$ cat src/ppcb_pkg.sv
// Package of constants for the port pad control bank
`default_nettype none

package ppcb_pkg;

	// ----------------------------------------
	// Geometry
	// ----------------------------------------
	localparam int unsigned PIN_COUNT  = 5;
	localparam int unsigned REG_WIDTH  = 8;
	localparam int unsigned DATA_WIDTH = 32;
	localparam int unsigned ADDR_WIDTH = 12;
	localparam int unsigned REG_COUNT  = 4;
	localparam int unsigned IDX_WIDTH  = 2;

	// ----------------------------------------
	// Register byte offsets
	// ----------------------------------------
	localparam logic [ADDR_WIDTH-1:0] OFS_PULL_ENABLE    = 12'h000;
	localparam logic [ADDR_WIDTH-1:0] OFS_PULL_POLARITY  = 12'h004;
	localparam logic [ADDR_WIDTH-1:0] OFS_SLEW_LIMIT     = 12'h008;
	localparam logic [ADDR_WIDTH-1:0] OFS_DRIVE_STRENGTH = 12'h00C;

	// Register indices inside the storage array
	localparam logic [IDX_WIDTH-1:0] IDX_PULL_ENABLE    = 2'h0;
	localparam logic [IDX_WIDTH-1:0] IDX_PULL_POLARITY  = 2'h1;
	localparam logic [IDX_WIDTH-1:0] IDX_SLEW_LIMIT     = 2'h2;
	localparam logic [IDX_WIDTH-1:0] IDX_DRIVE_STRENGTH = 2'h3;

	// ----------------------------------------
	// Reset values and encodings
	// ----------------------------------------
	localparam logic [PIN_COUNT-1:0]  PAD_RESET     = 5'h00;
	localparam logic [DATA_WIDTH-1:0] READ_ZERO     = 32'h0000_0000;
	localparam logic                  POL_PULLUP    = 1'b0;
	localparam logic                  DIR_OUTPUT    = 1'b1;

endpackage : ppcb_pkg

`default_nettype wire

$ cat src/ppcb_reg_if.sv
// Interface carrying the register write port and stored values
`timescale 1ns/100ps
`default_nettype none

interface ppcb_reg_if;
	logic                                      wr_en;
	logic [ppcb_pkg::IDX_WIDTH-1:0]            wr_idx;
	logic [ppcb_pkg::PIN_COUNT-1:0]            wr_data;
	logic [ppcb_pkg::PIN_COUNT-1:0]            pull_enable_bits;
	logic [ppcb_pkg::PIN_COUNT-1:0]            pull_polarity_bits;
	logic [ppcb_pkg::PIN_COUNT-1:0]            slew_limit_bits;
	logic [ppcb_pkg::PIN_COUNT-1:0]            drive_strength_bits;

	modport ctrl (
		output wr_en,
		output wr_idx,
		output wr_data,
		input  pull_enable_bits,
		input  pull_polarity_bits,
		input  slew_limit_bits,
		input  drive_strength_bits
	);

	modport store (
		input  wr_en,
		input  wr_idx,
		input  wr_data,
		output pull_enable_bits,
		output pull_polarity_bits,
		output slew_limit_bits,
		output drive_strength_bits
	);
endinterface : ppcb_reg_if

`default_nettype wire

$ cat src/ppcb_reg_store.sv
// Storage for the four pad control registers
`timescale 1ns/100ps
`default_nettype none

module ppcb_reg_store (
	input  wire logic   pclk,
	input  wire logic   presetn,
	ppcb_reg_if.store   rif
);

	logic [ppcb_pkg::PIN_COUNT-1:0] regs_q [ppcb_pkg::REG_COUNT];

	// ----------------------------------------
	// Register array
	// ----------------------------------------
	// Held apart from the data and direction registers
	genvar gi;
	generate
		for (gi = 0; gi < ppcb_pkg::REG_COUNT; gi++) begin : g_reg
			// Slot index cut to the write-index width on purpose
			localparam logic [ppcb_pkg::IDX_WIDTH-1:0] SLOT = ppcb_pkg::IDX_WIDTH'(gi);
			always_ff @(posedge pclk or negedge presetn) begin
				if (!presetn) begin
					regs_q[gi] <= ppcb_pkg::PAD_RESET;
				end else if (rif.wr_en && rif.wr_idx == SLOT) begin
					regs_q[gi] <= rif.wr_data;
				end
			end
		end
	endgenerate

	assign rif.pull_enable_bits    = regs_q[ppcb_pkg::IDX_PULL_ENABLE];
	assign rif.pull_polarity_bits  = regs_q[ppcb_pkg::IDX_PULL_POLARITY];
	assign rif.slew_limit_bits     = regs_q[ppcb_pkg::IDX_SLEW_LIMIT];
	assign rif.drive_strength_bits = regs_q[ppcb_pkg::IDX_DRIVE_STRENGTH];

endmodule // ppcb_reg_store

`default_nettype wire

$ cat src/ppcb_top.sv
// Pad control bank for one five-pin port, APB slave
//
// The implementer's own choices: the address map and the APB slave port.
`timescale 1ns/100ps
`default_nettype none

// How it works
// One pull-enable bit per pin
// Outputs force the pull device off
// Analog ownership forces pull off
// Polarity bit: 0 pullup, 1 pulldown
// Polarity alone never turns pull on
// Five slew-limit bits, one per pin
// Slew limit ignored on input pins
// Five drive-strength bits, set means high
// Pad bits kept apart from data/direction
// Direction bit 1 means output pin
// Reset clears all bits; readback works
module ppcb_top (
	input  wire logic                               pclk,
	input  wire logic                               presetn,
	input  wire logic                               psel,
	input  wire logic                               penable,
	input  wire logic                               pwrite,
	input  wire logic [ppcb_pkg::ADDR_WIDTH-1:0]    paddr,
	input  wire logic [ppcb_pkg::DATA_WIDTH-1:0]    pwdata,
	output logic      [ppcb_pkg::DATA_WIDTH-1:0]    prdata,
	output logic                                    pready,
	output logic                                    pslverr,
	input  wire logic [ppcb_pkg::PIN_COUNT-1:0]     pin_direction_bits,
	input  wire logic [ppcb_pkg::PIN_COUNT-1:0]     periph_output_en,
	input  wire logic [ppcb_pkg::PIN_COUNT-1:0]     analog_owned,
	output logic      [ppcb_pkg::PIN_COUNT-1:0]     pullup_on,
	output logic      [ppcb_pkg::PIN_COUNT-1:0]     pulldown_on,
	output logic      [ppcb_pkg::PIN_COUNT-1:0]     slew_limit_on,
	output logic      [ppcb_pkg::PIN_COUNT-1:0]     high_drive_on
);

	// ----------------------------------------
	// Address decode
	// ----------------------------------------
	function automatic logic addr_hit(input logic [ppcb_pkg::ADDR_WIDTH-1:0] a,
	                                  output logic [ppcb_pkg::IDX_WIDTH-1:0] idx);
		addr_hit = 1'b1;
		idx      = ppcb_pkg::IDX_PULL_ENABLE;
		unique case (a)
			ppcb_pkg::OFS_PULL_ENABLE:    idx = ppcb_pkg::IDX_PULL_ENABLE;
			ppcb_pkg::OFS_PULL_POLARITY:  idx = ppcb_pkg::IDX_PULL_POLARITY;
			ppcb_pkg::OFS_SLEW_LIMIT:     idx = ppcb_pkg::IDX_SLEW_LIMIT;
			ppcb_pkg::OFS_DRIVE_STRENGTH: idx = ppcb_pkg::IDX_DRIVE_STRENGTH;
			default:                      addr_hit = 1'b0;
		endcase
	endfunction

	ppcb_reg_if rif ();

	logic                              hit;
	logic [ppcb_pkg::IDX_WIDTH-1:0]    idx;
	logic                              access;
	logic [ppcb_pkg::PIN_COUNT-1:0]    rd_sel;
	logic [ppcb_pkg::PIN_COUNT-1:0]    is_output;
	logic [ppcb_pkg::PIN_COUNT-1:0]    pull_allowed;
	logic [ppcb_pkg::PIN_COUNT-1:0]    pull_active;

	always_comb begin
		hit = addr_hit(paddr, idx);
	end

	// Zero-wait slave: the access phase finishes in one cycle
	assign access = psel & penable;

	// ----------------------------------------
	// Register write path
	// ----------------------------------------
	// writable pull enable
	// Only the low five bits are stored; upper data bits are dropped
	assign rif.wr_en   = access & pwrite & hit;
	assign rif.wr_idx  = idx;
	assign rif.wr_data = pwdata[ppcb_pkg::PIN_COUNT-1:0];

	// separate storage
	ppcb_reg_store u_store (
		.pclk    (pclk),
		.presetn (presetn),
		.rif     (rif)
	);

	// ----------------------------------------
	// Read mux
	// ----------------------------------------
	// readback of last write
	assign rd_sel = (idx == ppcb_pkg::IDX_PULL_ENABLE)   ? rif.pull_enable_bits   :
	                (idx == ppcb_pkg::IDX_PULL_POLARITY) ? rif.pull_polarity_bits :
	                (idx == ppcb_pkg::IDX_SLEW_LIMIT)    ? rif.slew_limit_bits    :
	                                                       rif.drive_strength_bits;

	always_ff @(posedge pclk or negedge presetn) begin
		if (!presetn) begin
			prdata  <= ppcb_pkg::READ_ZERO;
			pready  <= 1'b0;
			pslverr <= 1'b0;
		end else begin
			pready  <= psel & ~penable;
			pslverr <= psel & ~penable & ~hit;
			if (psel && !penable && !pwrite && hit) begin
				prdata <= {{(ppcb_pkg::DATA_WIDTH-ppcb_pkg::PIN_COUNT){1'b0}}, rd_sel};
			end else if (access) begin
				prdata <= ppcb_pkg::READ_ZERO;
			end
		end
	end

	// ----------------------------------------
	// Pad gating
	// ----------------------------------------
	// direction one is output
	assign is_output = pin_direction_bits | periph_output_en;

	// outputs kill pull
	// analog kills pull
	assign pull_allowed = ~is_output & ~analog_owned;

	// polarity needs enable
	assign pull_active = rif.pull_enable_bits & pull_allowed;

	// Slew only meaningful on a driven pin, so registered gated by pin_direction_bits alone, not by the pull gating
	always_ff @(posedge pclk or negedge presetn) begin
		if (!presetn) begin
			pullup_on     <= ppcb_pkg::PAD_RESET;
			pulldown_on   <= ppcb_pkg::PAD_RESET;
			slew_limit_on <= ppcb_pkg::PAD_RESET;
			high_drive_on <= ppcb_pkg::PAD_RESET;
		end else begin
			// polarity chooses device
			pullup_on     <= pull_active & ~rif.pull_polarity_bits;
			pulldown_on   <= pull_active & rif.pull_polarity_bits;
			// slew per pin
			// inputs ignore slew
			slew_limit_on <= rif.slew_limit_bits & pin_direction_bits;
			// high drive per pin
			high_drive_on <= rif.drive_strength_bits & pin_direction_bits;
		end
	end

endmodule // ppcb_top

`default_nettype wire

$ cat config.mk
export PLATFORM = sky130hd
export DESIGN_NAME = ppcb_top
export DESIGN_NICKNAME = d
export VERILOG_FILES = /design/src/ppcb_pkg.sv /design/src/ppcb_reg_if.sv /design/src/ppcb_reg_store.sv /design/src/ppcb_top.sv
export SDC_FILE = /design/constraint.sdc
export NUM_CORES = 1
export LEC_CHECK = 0
export BUFFER_PORTS_ARGS = -buffer_cell sky130_fd_sc_hd__buf_4
export CELL_PAD_IN_SITES_DETAIL_PLACEMENT = 0
export CELL_PAD_IN_SITES_GLOBAL_PLACEMENT = 2
export CORE_MARGIN = 2
export CORE_UTILIZATION = 26
export CTS_BUF_LIST = sky130_fd_sc_hd__clkbuf_16
export CTS_CLUSTER_SIZE = 24
export DETAILED_ROUTE_END_ITERATION = 8
export PLACE_DENSITY = 0.77
export REMOVE_ABC_BUFFERS = 1
export SLEW_MARGIN = 20
export SYNTH_ARGS = -nofsm -noshare
export SYNTH_HDL_FRONTEND = slang
export SYNTH_SLANG_ARGS = --single-unit
export TNS_END_PERCENT = 100
$ cat constraint.sdc
create_clock -name pclk -period 1.7 [get_ports pclk]
set_clock_uncertainty 0.2 [all_clocks]
set_input_delay 0.17 -clock pclk [delete_from_list [all_inputs] [get_ports pclk]]
set_output_delay 0.17 -clock pclk [all_outputs]
set_load 0.01 [all_outputs]
Word level (Yosys, flattened, before mapping) --
Index checks and enable logic that the tools add are counted.
Storage, ports and cells: bits in registers 74, word-level logic and storage cells 54
Operators by class: equality and inequality tests 6, muxes and demuxes 7, bitwise logic cells 17, reduce and logical (&&, ||, !) cells 13
Operators with widths (number):
- $mux 32 | 2
- $and 5x5->5 | 6
- $eq 12x4->1 const B | 2
- $mux 5 | 3
- $not 5->5 | 3
- $eq 12x3->1 const B | 1
- $logic_not 12->1 | 1
- $logic_and 1x1->1 | 7
- $pmux 2 s3 | 1
- $and 1x1->1 | 5
- $or 5x5->5 | 1
- $eq 2x2->1 const B | 2
- $reduce_or 4->1 | 1
- $eq 2x1->1 const B | 1
- $logic_not 1->1 | 2
- $logic_not 2->1 | 1
- $not 1->1 | 2
- $reduce_bool 2->1 | 1
- $mux 1 | 1

Depth between registers and ports, before layout --
Gate-level depths: netlist (run 1).
depth after elaboration 7, depth in mapped cells 5, mapped depth without buffers 4

Hierarchy --
A second synthesis (run 1) with hierarchy kept.
Second synthesis, totals: cells, all modules 169, area total of the unflattened synthesis 2158.3 sq um
By module, submodules not included:
- ppcb_top | instances 1, cells each 125, area an instance 1393.8 sq um, sequential area each 675.6 sq um
- ppcb_reg_store | instances 1, cells each 44, area an instance 764.5 sq um, sequential area each 500.5 sq um

Least setup slack after synthesis (run 1) --
Ideal clock, no wire load.
path kind input -> register, start point input paddr[7] (netlist bit), end point register u_store.regs_q (netlist bit u_store.rif.drive_strength_bits[0]), arrival 1.423 ns, required time 1.375 ns, setup slack -0.048 ns, stages 4, path buffers 0, cells stage by stage nor4_2 > nand4_2 > nor2_1 > mux2_2
On the way: cells in the longest elaborated chain, start to end 5, elaborated cells on any way between the ends 10
RTL lines:
- from (decl) | line ppcb_top.sv:25 | input wire logic [ppcb_pkg::ADDR_WIDTH-1:0] paddr,
- $eq 12x4->1, or another cell as far along | line ppcb_top.sv:46 | unique case (a)
- $reduce_or 4->1 (no line)
- $mux 1 | line ppcb_top.sv:46
- $and 1x1->1 | line ppcb_top.sv:77 | assign rif.wr_en = access & pwrite & hit;
- $logic_and 1x1->1 (*) | line ppcb_reg_store.sv:25 | end else if (rif.wr_en && rif.wr_idx == SLOT) begin
- to (signal, indexed assignment) | line ppcb_reg_store.sv:24 | regs_q[gi] <= ppcb_pkg::PAD_RESET;
- to (signal, indexed assignment) | line ppcb_reg_store.sv:26 | regs_q[gi] <= rif.wr_data;
- to (decl) | line ppcb_reg_store.sv:11 | logic [ppcb_pkg::PIN_COUNT-1:0] regs_q [ppcb_pkg::REG_COUNT];
Every way passes the cells marked *; elsewhere a longest branch is shown, timed or not. A chain may end at the register's enable or synchronous reset.

Worst setup path in the final report (run 1) --
start point input penable, end point register pready
On the way: cells in the longest elaborated chain, start to end 2
RTL lines:
- from (decl) | line ppcb_top.sv:23 | input wire logic penable,
- $not 1->1 | line ppcb_top.sv:103 | pready <= psel & ~penable;
- $and 1x1->1 | line ppcb_top.sv:103
- to (signal assigned) | line ppcb_top.sv:103
- to (decl) | line ppcb_top.sv:28 | output logic pready,
Every way passes these cells.

==> results.md, run 1 <==
* Layout area overhead at 44.1%
* Clock transition at path regs at 0.06 ns
* WS Path Type: input port to flop
* CTS max path bufs at 2
* Die area at slightly below 9000 um2
* Final Hold Viols at 0
* Initial antenna violation count at 0
* Share of the synthesized area in the top cell type at 0.559
* Post-route cell area at 3030 um2
* NumNets Final at 334
* Post-synthesis cell count at 173
* Worst-path fanout max at 3
* Dpl cell area at 2640 um2
* Pin count of the biggest net entering global routing at 48
* Total grt overflow at 0
* Clk root buf: clkbuf_16
* Final Cycle Share at 0.936
* Global-route wire length before repair at roughly 7200 um
* Post-route insts no fill at 373
* Final max-slew violation count at 0
* RSZ-0062 raised after global routing: false
* Syn Std Cell Area at around 2100 um2
* Row count at 32
* Post-Syn Area per Cell at 12.2 um2
* Drt wl/cell at ~12 um
* Crit. End Element: flop
* Synth area leaders: dfrtp_1 56%, buf_4 9.6%, mux2_2 8.0%
* CP top delay family: buffers and inverters
* Final Setup Violations at 0
* Starting DRC count in detailed routing at 46
* Final Power at 2.27 mW
* Yosys reg bits at 47
* Clk_lat worst skew at 0.28 ns
* Die Span Y at 93.9 um
* Number of port buffers at 63
* Initial Util at 0.271
* Leakage at 1.61 nW
* Critical path startpoint category: input port
* Share of cells above drive strength 1 at 0.365
* Worst path bufs/invs at 4
* Seq/Total Area, Yosys at 0.559
* Max-cap violations at 0
* Area of the core at between 7000 and 8000 um2
* Status: finished, final reports clean
* H-Tree Depth at 2
* Clock sink count at 47
* Pwr/cell area at between 700 and 800 nW/um2
* CTS buffer count at 5
* Total Routed Length at 4630 um
* Vias at 1533
* Peak supply drop at 0.413 mV
* Cell mode on critical path: dlygate4sd3_1
* Minimum clock period at 1.59 ns
* Gpl congestion at 0.723
* Worst-Margin Slew at ~0.58 ns
* Die W at about 94 um
* Data required, critical path at 1.72 ns
* Hpwl dp at 3270 um
* Util after Layout at 0.390
* Inst Count DP at 341
* GRT Overall Usage at 0.106
* Post-CTS setup buffers at 0
* Min-delay worst type: input port to flop
* Critical Path AT at 1.61 ns
* CP peak stage delay at 0.57 ns
* Vias in the first global route at about 1500
* I/O pin cnt at 118
* Pre-antenna DRT Iters at 4
* Peak Freq at 629 MHz
* CTS tree: yes
* Yosys warns at 0
* Synth area leader: dfrtp_1
* # DRC at 0
* CP max-delay cell: dlygate4sd3_1
* Crit-path cells: buf_4, dlygate4sd3_1, nand2b_1, dlygate4sd3_1, inv_1
* Drt via density at a little over 4
* Antenna cell count at 0
* Synth unique cells at 28
* Rel. slew slack at 0.612
* Post-route ant nets at 0
[report_power, final]
part	switching, mW	leakage, nW	internal (mW)	total [mW]
clock	0.400	0.0658	0.541	0.941
sequential	0.00108	0.655	1.12	1.12
combinational	0.104	0.887	0.106	0.210
total	0.505	1.61	1.77	2.27
[layout make-up]
cell class,count,area [um2]
timing repair buffer,93,758
clock buffer,5,125
sequential,47,1180
clock inverter,3,20.0
inverter,2,7.51
multi-input combinational,121,817
fill,768,4740
tap,102,128
[worst paths after layout]
path | to | startpoint | cells past startpoint | slack [ns]
hold / removal | pslverr | paddr[10] | 4 | 0.11
max in group asynchronous | pullup_on[3] | presetn | 2 | 0.66
min in group asynchronous | pullup_on[2] | presetn | 2 | 0.23
setup reg to reg | prdata[3] | u_store.rif.pull_polarity_bits[3] | 3 | 0.39
hold reg to reg | pullup_on[1] | u_store.rif.pull_polarity_bits[1] | 1 | 0.28
setup / recovery | pready | penable | 5 | 0.11
[layer usage]
| layer | track usage | vias to the layer above | part of all wire |
|---|---|---|---|
| met4 | 0.0217 | 0 | 0.0043 |
| li1 | - | 733 | - |
| met5 | 0 | - | 0 |
| met3 | 0.0265 | 4 | 0.059 |
| met1 | 0.136 | 742 | 0.45 |
| met2 | 0.181 | 54 | 0.49 |
[stage by stage]
| stage | hold slack (ns) | setup slack [ns] | setup TNS [ns] |
|---|---|---|---|
| finish | 0.114 | 0.110 | 0 |
| global route | 0.148 | 0.00721 | 0 |
| CTS | 0.107 | 0.0423 | 0 |
| detailed placement | 0.0152 | -0.277 | -3.76 |
| global placement | 0.0141 | -0.216 | -3.20 |
| floorplan | -0.326 | -0.0481 | -0.878 |
[synthesized netlist by cell type]
cell type,n
nor2_1,8
nand3_1,4
mux4_2,1
and3_1,6
a21oi_1,4
nand4_2,1
and4_1,1
o21ai_0,4
buf_1,1
mux2_2,15
nor3b_4,1
buf_4,27
and2_1,10
and2b_1,1
nand2b_1,1
dfrtp_1,47
nor2b_1,1
clkbuf_1,1
nor3_1,5
mux2_1,5
nand4_1,1
a31oi_1,1
conb_1,1
nand2_1,12
inv_1,2
nor4_2,2
mux2i_1,9
nor3_2,1
[what timing repair did]
action | in CTS | in global routing
endpoints found under the hold margin | 83 | 0
hold buffers | 24 | 0
setup endpoints to repair | 0 | 10
resized for setup | 0 | 2
[cells in the final DEF, fill, tap and decap left out, drive strengths merged]
cell type / synthesis / routed
nor2: 8 / 8
a31oi: 1 / 1
nand4: 2 / 2
dlygate4sd3: 0 / 24
and4: 1 / 1
o21ai: 4 / 4
and2: 10 / 10
inv: 2 / 2
nor4: 2 / 2
nor2b: 1 / 1
clkinvlp: 0 / 2
clkinv: 0 / 1
and2b: 1 / 1
nor3b: 1 / 1
nand2: 12 / 12
nand3: 4 / 4
and3: 6 / 6
dfrtp: 47 / 47
mux4: 1 / 1
nand2b: 1 / 1
a21oi: 4 / 4
mux2i: 9 / 9
conb: 1 / 27
clkbuf: 1 / 5
buf: 28 / 69
mux2: 20 / 20
nor3: 6 / 6
[worst min-delay path, delay by kind of cell]
| family | cells | cell delay (ns) |
|---|---|---|
| buffers and inverters | 2 | 0.21 |
| AOI/OAI and AO/OA | 1 | 0.12 |
| and+or+nand+nor | 1 | 0.04 |
[kinds of logic after synthesis]
group | share of synthesized area
other cells | 0.00178
compound gates | 0.0220
flops | 0.559
mux | 0.161
buf+inv | 0.104
simple gates | 0.153
(Power assumes the default switching activity.)
==> run 2: changes to the inputs <==
--- a/config.mk
+++ b/config.mk
@@ -8,7 +8,6 @@
 export BUFFER_PORTS_ARGS = -buffer_cell sky130_fd_sc_hd__buf_4
 export CELL_PAD_IN_SITES_DETAIL_PLACEMENT = 0
 export CELL_PAD_IN_SITES_GLOBAL_PLACEMENT = 2
-export CORE_MARGIN = 2
 export CORE_UTILIZATION = 26
 export CTS_BUF_LIST = sky130_fd_sc_hd__clkbuf_16
 export CTS_CLUSTER_SIZE = 24
==> results.md, run 2 (synthesis gave the netlist of run 1 again) <==
* Worst-Margin Slew at 0.593 ns (+0.0108 ns)
* Final Setup Violations at 0 (unchanged)
* Starting DRC count in detailed routing at 35 (-24%)
* Status: finished, final reports clean
* Clk root buf: clkbuf_16
* Die W at 91.9 um (-2.1%)
* Dpl cell area at 2640 um2 (unchanged)
* Pre-antenna DRT Iters at 4 (unchanged)
* # DRC at 0 (unchanged)
* Min-delay worst type: input port to flop
* I/O pin cnt at 118 (unchanged)
* Die area at 8450 um2 (-4.2%)
* Worst-path fanout max at 4 (+1)
* Initial Util at 0.271 (unchanged)
* Max-cap violations at 0 (unchanged)
* Drt via density at 4.03 (-2.0%)
* Clk_lat worst skew at 0.29 ns (about the same)
* Die Span Y at 91.9 um (-2.1%)
* Peak supply drop at 0.441 mV (+6.8%)
* GRT Overall Usage at 0.114 (+0.00849)
* Clock transition at path regs at 0.06 ns (about the same)
* Critical Path AT at 1.56 ns (-0.05 ns)
* Worst setup margin at 0.105 ns (-0.00491 ns)
* CTS buffer count at 5 (unchanged)
* Vias in the first global route at 1505 (+2.8%)
* WS Path Type: input port to flop
* Util after Layout at 0.391 (+0.000805)
* Total Routed Length at 4600 um (-0.58%)
* CTS tree: yes
* Minimum clock period at 1.60 ns (+0.00491 ns)
* Peak Freq at 627 MHz (-0.31%)
* Gpl congestion at 0.709 (-1.9%)
* Number of port buffers at 63 (unchanged)
* Internal at 1.77 mW (about the same)
* Post-route insts no fill at 375 (+0.54%)
* Share of cells above drive strength 1 at 0.370 (+0.00465)
* Post-route ant nets at 0 (unchanged)
* CTS max path bufs at 2 (unchanged)
* NumNets Final at 336 (+0.60%)
* DP Worst Slack at -0.250 ns (+0.0264 ns)
* Pwr/cell area at 753 nW/um2 (+0.47%)
* Commonest non-fill, non-tap cell in the layout: buf_4
* Final max-slew violation count at 0 (unchanged)
* Antenna cell count at 0 (unchanged)
* Initial antenna violation count at 0 (unchanged)
* Critical path startpoint category: input port
* Hold_ws at 0.0863 ns (-0.0278 ns)
* Leakage at 1.62 nW (+0.50%)
* Final Cycle Share at 0.938 (+0.00289)
* Area of the core at 7770 um2 (unchanged)
* Fillcell total at 775 (+0.91%)
* Vias at 1510 (-1.5%)
* Row count at 32 (unchanged)
* Clock sink count at 47 (unchanged)
* Pin count of the biggest net entering global routing at 48 (unchanged)
* Global-route wire length before repair at 7390 um (+2.6%)
* Total grt overflow at 0 (unchanged)
* H-Tree Depth at 2 (unchanged)
* Clock share of power at 0.419 (+0.005)
* Final Hold Viols at 0 (unchanged)
* Commonest cells after routing, fill and taps aside: 71 x buf_4, 47 x dfrtp_1, 27 x conb_1
* Inst Count DP at 341 (unchanged)
* Logic gate share of total power at 0.091 (about the same)
* Switching power at 521 uW (+3.1%)
* Rel. slew slack at 0.604 (-0.00721)
* Sw Share at 0.228 (+0.00539)
* RSZ-0062 raised after global routing: false
* Data required, critical path at 1.67 ns (-0.05 ns)
* Post-route cell area at 3040 um2 (+0.21%)
* Hpwl dp at 3140 um (-3.9%)
* Drt wl/cell at 12.3 um (-1.1%)
* Sequential power share at 0.490 (-0.004)
* Crit. End Element: flop
* Layout area overhead at 44.4%
-- run 2: cell types whose count changed in the layout (fill, tap and decap cells not counted), sizes merged --
cell / previous run / this run
buf: 69 / 71
-- run 2: final timing paths --
check,startpoint,slack (ns),depth (start not counted),endpoint
worst max-delay path,paddr[7],0.10,6,u_store.rif.pull_polarity_bits[3]
worst min-delay path,paddr[10],0.09,4,pslverr
worst max register to register,u_store.rif.slew_limit_bits[3],0.40,3,prdata[3]
worst min register to register,u_store.rif.pull_polarity_bits[3],0.28,1,pullup_on[3]
max in group asynchronous,presetn,0.65,2,pulldown_on[4]
min in group asynchronous,presetn,0.23,2,pullup_on[2]
-- run 2: layout make-up --
class                           instances  area, um2  share of cell area
Tap cell                              102        128              0.0420
Clock buffer                            5        125              0.0412
Multi-Input combinational cell        121        808               0.266
Inverter                                2       7.51             0.00247
Clock inverter                          3       20.0             0.00659
Sequential cell                        47       1180               0.387
Timing Repair Buffer                   95        773               0.255
-- run 2: metrics by stage --
stage               total power [mW]  setup TNS (ns)
floorplan                       1.19          -0.878
global placement                1.31           -3.13
detailed placement              1.31           -3.94
CTS                             2.31               0
global route                    2.39               0
finish                          2.29               0
-- run 2: critical path, cell delays in order --
cell	delay (ns)
buf_4	0.11
nor4_2	0.34
nand4_2	0.23
nor3b_4	0.24
buf_4	0.16
mux2_1	0.32
-- run 2: per-layer routing --
layer  up-vias  wire length [um]  global-route usage
met2        50              2240               0.185
met5         -                 0                   0
met3         2               209              0.0398
met1       722              2150               0.150
li1        736                 -                   -
met4         0                11              0.0195
-- run 2: what timing repair did --
item / in CTS / in global routing
endpoints found under the setup margin: 0 / 10
endpoints found under the hold margin: 83 / 0
hold buffers: 24 / 0
setup buffers: 0 / 2
gates resized for setup: 0 / 1
-- run 2: power by group through the flow --
stage / combinational [mW] / clock [mW] / sequential (mW)
6_report: 0.208 / 0.959 / 1.12
5_1_grt: 0.229 / 1.03 / 1.12
4_1_cts: 0.209 / 0.981 / 1.12
3_5_place_dp: 0.165 / 0 / 1.14
3_3_place_gp: 0.164 / 0 / 1.14
2_1_floorplan: 0.0442 / 0 / 1.15
==> run 3: changes to the inputs <==
--- a/config.mk
+++ b/config.mk
@@ -5,14 +5,14 @@
 export SDC_FILE = /design/constraint.sdc
 export NUM_CORES = 1
 export LEC_CHECK = 0
-export BUFFER_PORTS_ARGS = -buffer_cell sky130_fd_sc_hd__buf_4
 export CELL_PAD_IN_SITES_DETAIL_PLACEMENT = 0
 export CELL_PAD_IN_SITES_GLOBAL_PLACEMENT = 2
-export CORE_UTILIZATION = 26
+export CORE_UTILIZATION = 36
 export CTS_BUF_LIST = sky130_fd_sc_hd__clkbuf_16
 export CTS_CLUSTER_SIZE = 24
 export DETAILED_ROUTE_END_ITERATION = 8
-export PLACE_DENSITY = 0.77
+export DONT_BUFFER_PORTS = 1
+export PLACE_DENSITY = 0.74
 export REMOVE_ABC_BUFFERS = 1
 export SLEW_MARGIN = 20
 export SYNTH_ARGS = -nofsm -noshare
==> results.md, run 3 (synthesis gave the netlist of run 1 again) <==
* RSZ-0062 raised after global routing: false
* Drt wl/cell at 14.8 um (+20%)
* CTS max path bufs at 2 (unchanged)
* Layout area overhead at 22.6%
* I/O pin cnt at 118 (unchanged)
* Max-cap violations at 0 (unchanged)
* Pre-antenna DRT Iters at 4 (unchanged)
* Min-delay worst type: input port to flop
* WHS Endpoint: prdata[2]
* Commonest cells after routing, fill and taps aside: 47 x dfrtp_1, 27 x conb_1, 25 x dlygate4sd3_1
* Initial Util at 0.377 (+0.107)
* Clk root buf: clkbuf_16
* Commonest non-fill, non-tap cell in the layout: dfrtp_1
* Die Span Y at 78.4 um (-15%)
* WS Path Type: input port to flop
* # DRC at 0 (unchanged)
* CTS tree: yes
* Peak Freq at 626 MHz (about the same)
* Crit. End Element: flop
* RR Startpoint: u_store.rif.pull_enable_bits[3]
* Antenna cell count at 0 (unchanged)
* GRT Overall Usage at 0.147 (+0.0329)
* Hold Startpoint: paddr[2]
* Dpl cell area at 2160 um2 (-18%)
* NumNets Final at 277 (-18%)
* Clock transition at path regs at 0.06 ns (about the same)
* Crit-path cells: nor4_2, nand4_2, and2b_1, mux2_2
* Row count at 27 (-16%)
* Critical Path AT at 1.56 ns (about the same)
* Initial antenna violation count at 0 (unchanged)
* Worst R2R End: prdata[3]
* CTS buffer count at 5 (unchanged)
* Inst Count DP at 252 (-26%)
* Area of the core at 5570 um2 (-28%)
* Die W at 78.4 um (-15%)
* Number of port buffers at 0 (-100%)
* Starting DRC count in detailed routing at 31 (-11%)
* Post_cts resized at 0 (unchanged)
* Final Power at 2.20 mW (-3.7%)
* Fillcell total at 518 (-33%)
* Total Routed Length at 4230 um (-8.1%)
* Clk_lat worst skew at 0.28 ns (about the same)
* Post-route cell area at 2580 um2 (-15%)
* Leakage at 1.33 nW (-18%)
* Global-route wire length before repair at 6710 um (-9.2%)
* Hpwl dp at 2860 um (-9.0%)
* Hold_ws at 0.00277 ns (-0.0836 ns)
* Drt via density at 4.78 (+19%)
* Die area at 6150 um2 (-27%)
* Data required, critical path at 1.67 ns (about the same)
* Worst reg-to-reg path cell count at 3 (unchanged)
* Vias at 1366 (-9.5%)
* R2r setup slk at 0.41 ns (about the same)
* Vias in the first global route at 1357 (-9.8%)
* Pin count of the biggest net entering global routing at 48 (unchanged)
* Final Setup Violations at 0 (unchanged)
* Worst hold path depth at 4 (unchanged)
* Critical path startpoint category: input port
* Clock sink count at 47 (unchanged)
* Gpl congestion at 0.703 (-0.82%)
* Final Hold Viols at 0 (unchanged)
* Post-route ant nets at 0 (unchanged)
* Final Cycle Share at 0.939 (about the same)
* CP max-delay cell: and2b_1
* Minimum clock period at 1.60 ns (+0.00113 ns)
* Post-route insts no fill at 286 (-24%)
* Post-CTS setup buffers at 0 (unchanged)
* H-Tree Depth at 2 (unchanged)
* Pwr/cell area at 854 nW/um2 (+13%)
* Total grt overflow at 0 (unchanged)
* Peak supply drop at 0.474 mV (+7.6%)
* Share of cells above drive strength 1 at 0.182 (-0.188)
* Worst-path fanout max at 5 (+1)
* Status: finished, final reports clean
* CP peak stage delay at 0.44 ns (+0.10 ns)
* Final max-slew violation count at 0 (unchanged)
==> run 3: changes by cell type in the layout (fill, tap and decap cells not counted) <==
cell           change
buf_4             -61
and2b_2            -1
dlygate4sd3_1      +1
clkinv_1           +1
and2b_1            +1
buf_16             +1
clkinvlp_4         -1
clkinv_4           +1
clkinv_2           -1
==> run 3: cell type report <==
type | count | area (um2) | area share
clock inverter | 3 | 20.0 | 0.00776
inverter | 2 | 7.51 | 0.00291
tap | 72 | 90.1 | 0.0349
multi-input combinational | 121 | 807 | 0.313
sequential | 47 | 1180 | 0.456
timing repair buffer | 36 | 353 | 0.137
clock buffer | 5 | 125 | 0.0485
==> run 3: report_power, final <==
| part | leakage [nW] | switching, mW | internal [mW] |
|---|---|---|---|
| Clock | 0.0674 | 0.401 | 0.541 |
| Sequential | 0.655 | 0.00278 | 1.12 |
| Combinational | 0.604 | 0.0775 | 0.0593 |
| Total | 1.33 | 0.481 | 1.72 |
==> run 3: worst max path at each step <==
stage	from	end	slack (ns)	depth (start not counted)
2_1_floorplan	paddr[7]	u_store.rif.drive_strength_bits[0]	-0.05	4
3_3_place_gp	paddr[7]	u_store.rif.slew_limit_bits[3]	-0.16	4
3_5_place_dp	paddr[9]	u_store.rif.slew_limit_bits[1]	-0.22	4
4_1_cts	paddr[9]	u_store.rif.slew_limit_bits[1]	0.08	4
5_1_grt	paddr[9]	u_store.rif.slew_limit_bits[1]	0.02	4
6_report	paddr[9]	u_store.rif.slew_limit_bits[1]	0.10	4
==> run 3: what timing repair did <==
action                     CTS  global route
hold buffers                26             1
hold endpoints to repair    93             2
setup endpoints to repair    0             2
==> run 3: through the flow <==
stage	util	setup TNS [ns]	setup WS [ns]
2_1_floorplan	-	-0.878	-0.0481
3_3_place_gp	0.387	-1.23	-0.163
3_5_place_dp	0.387	-2.42	-0.219
4_1_cts	0.463	0	0.0826
5_1_grt	0.463	0	0.0191
6_report	0.463	0	0.103
==> run 3: worst max-delay path: cells and delay by family <==
kind             cells  cell delay, ns
muxes                1            0.38
and+or+nand+nor      3            1.01
==> run 3: layer usage <==
layer	part of all wire	wire, um	vias up	GRT usage
li1	-	-	621	-
met1	0.41	1750	675	0.175
met2	0.50	2100	64	0.249
met3	0.077	325	6	0.0523
met4	0.013	53	0	0.0444
met5	0	0	-	0
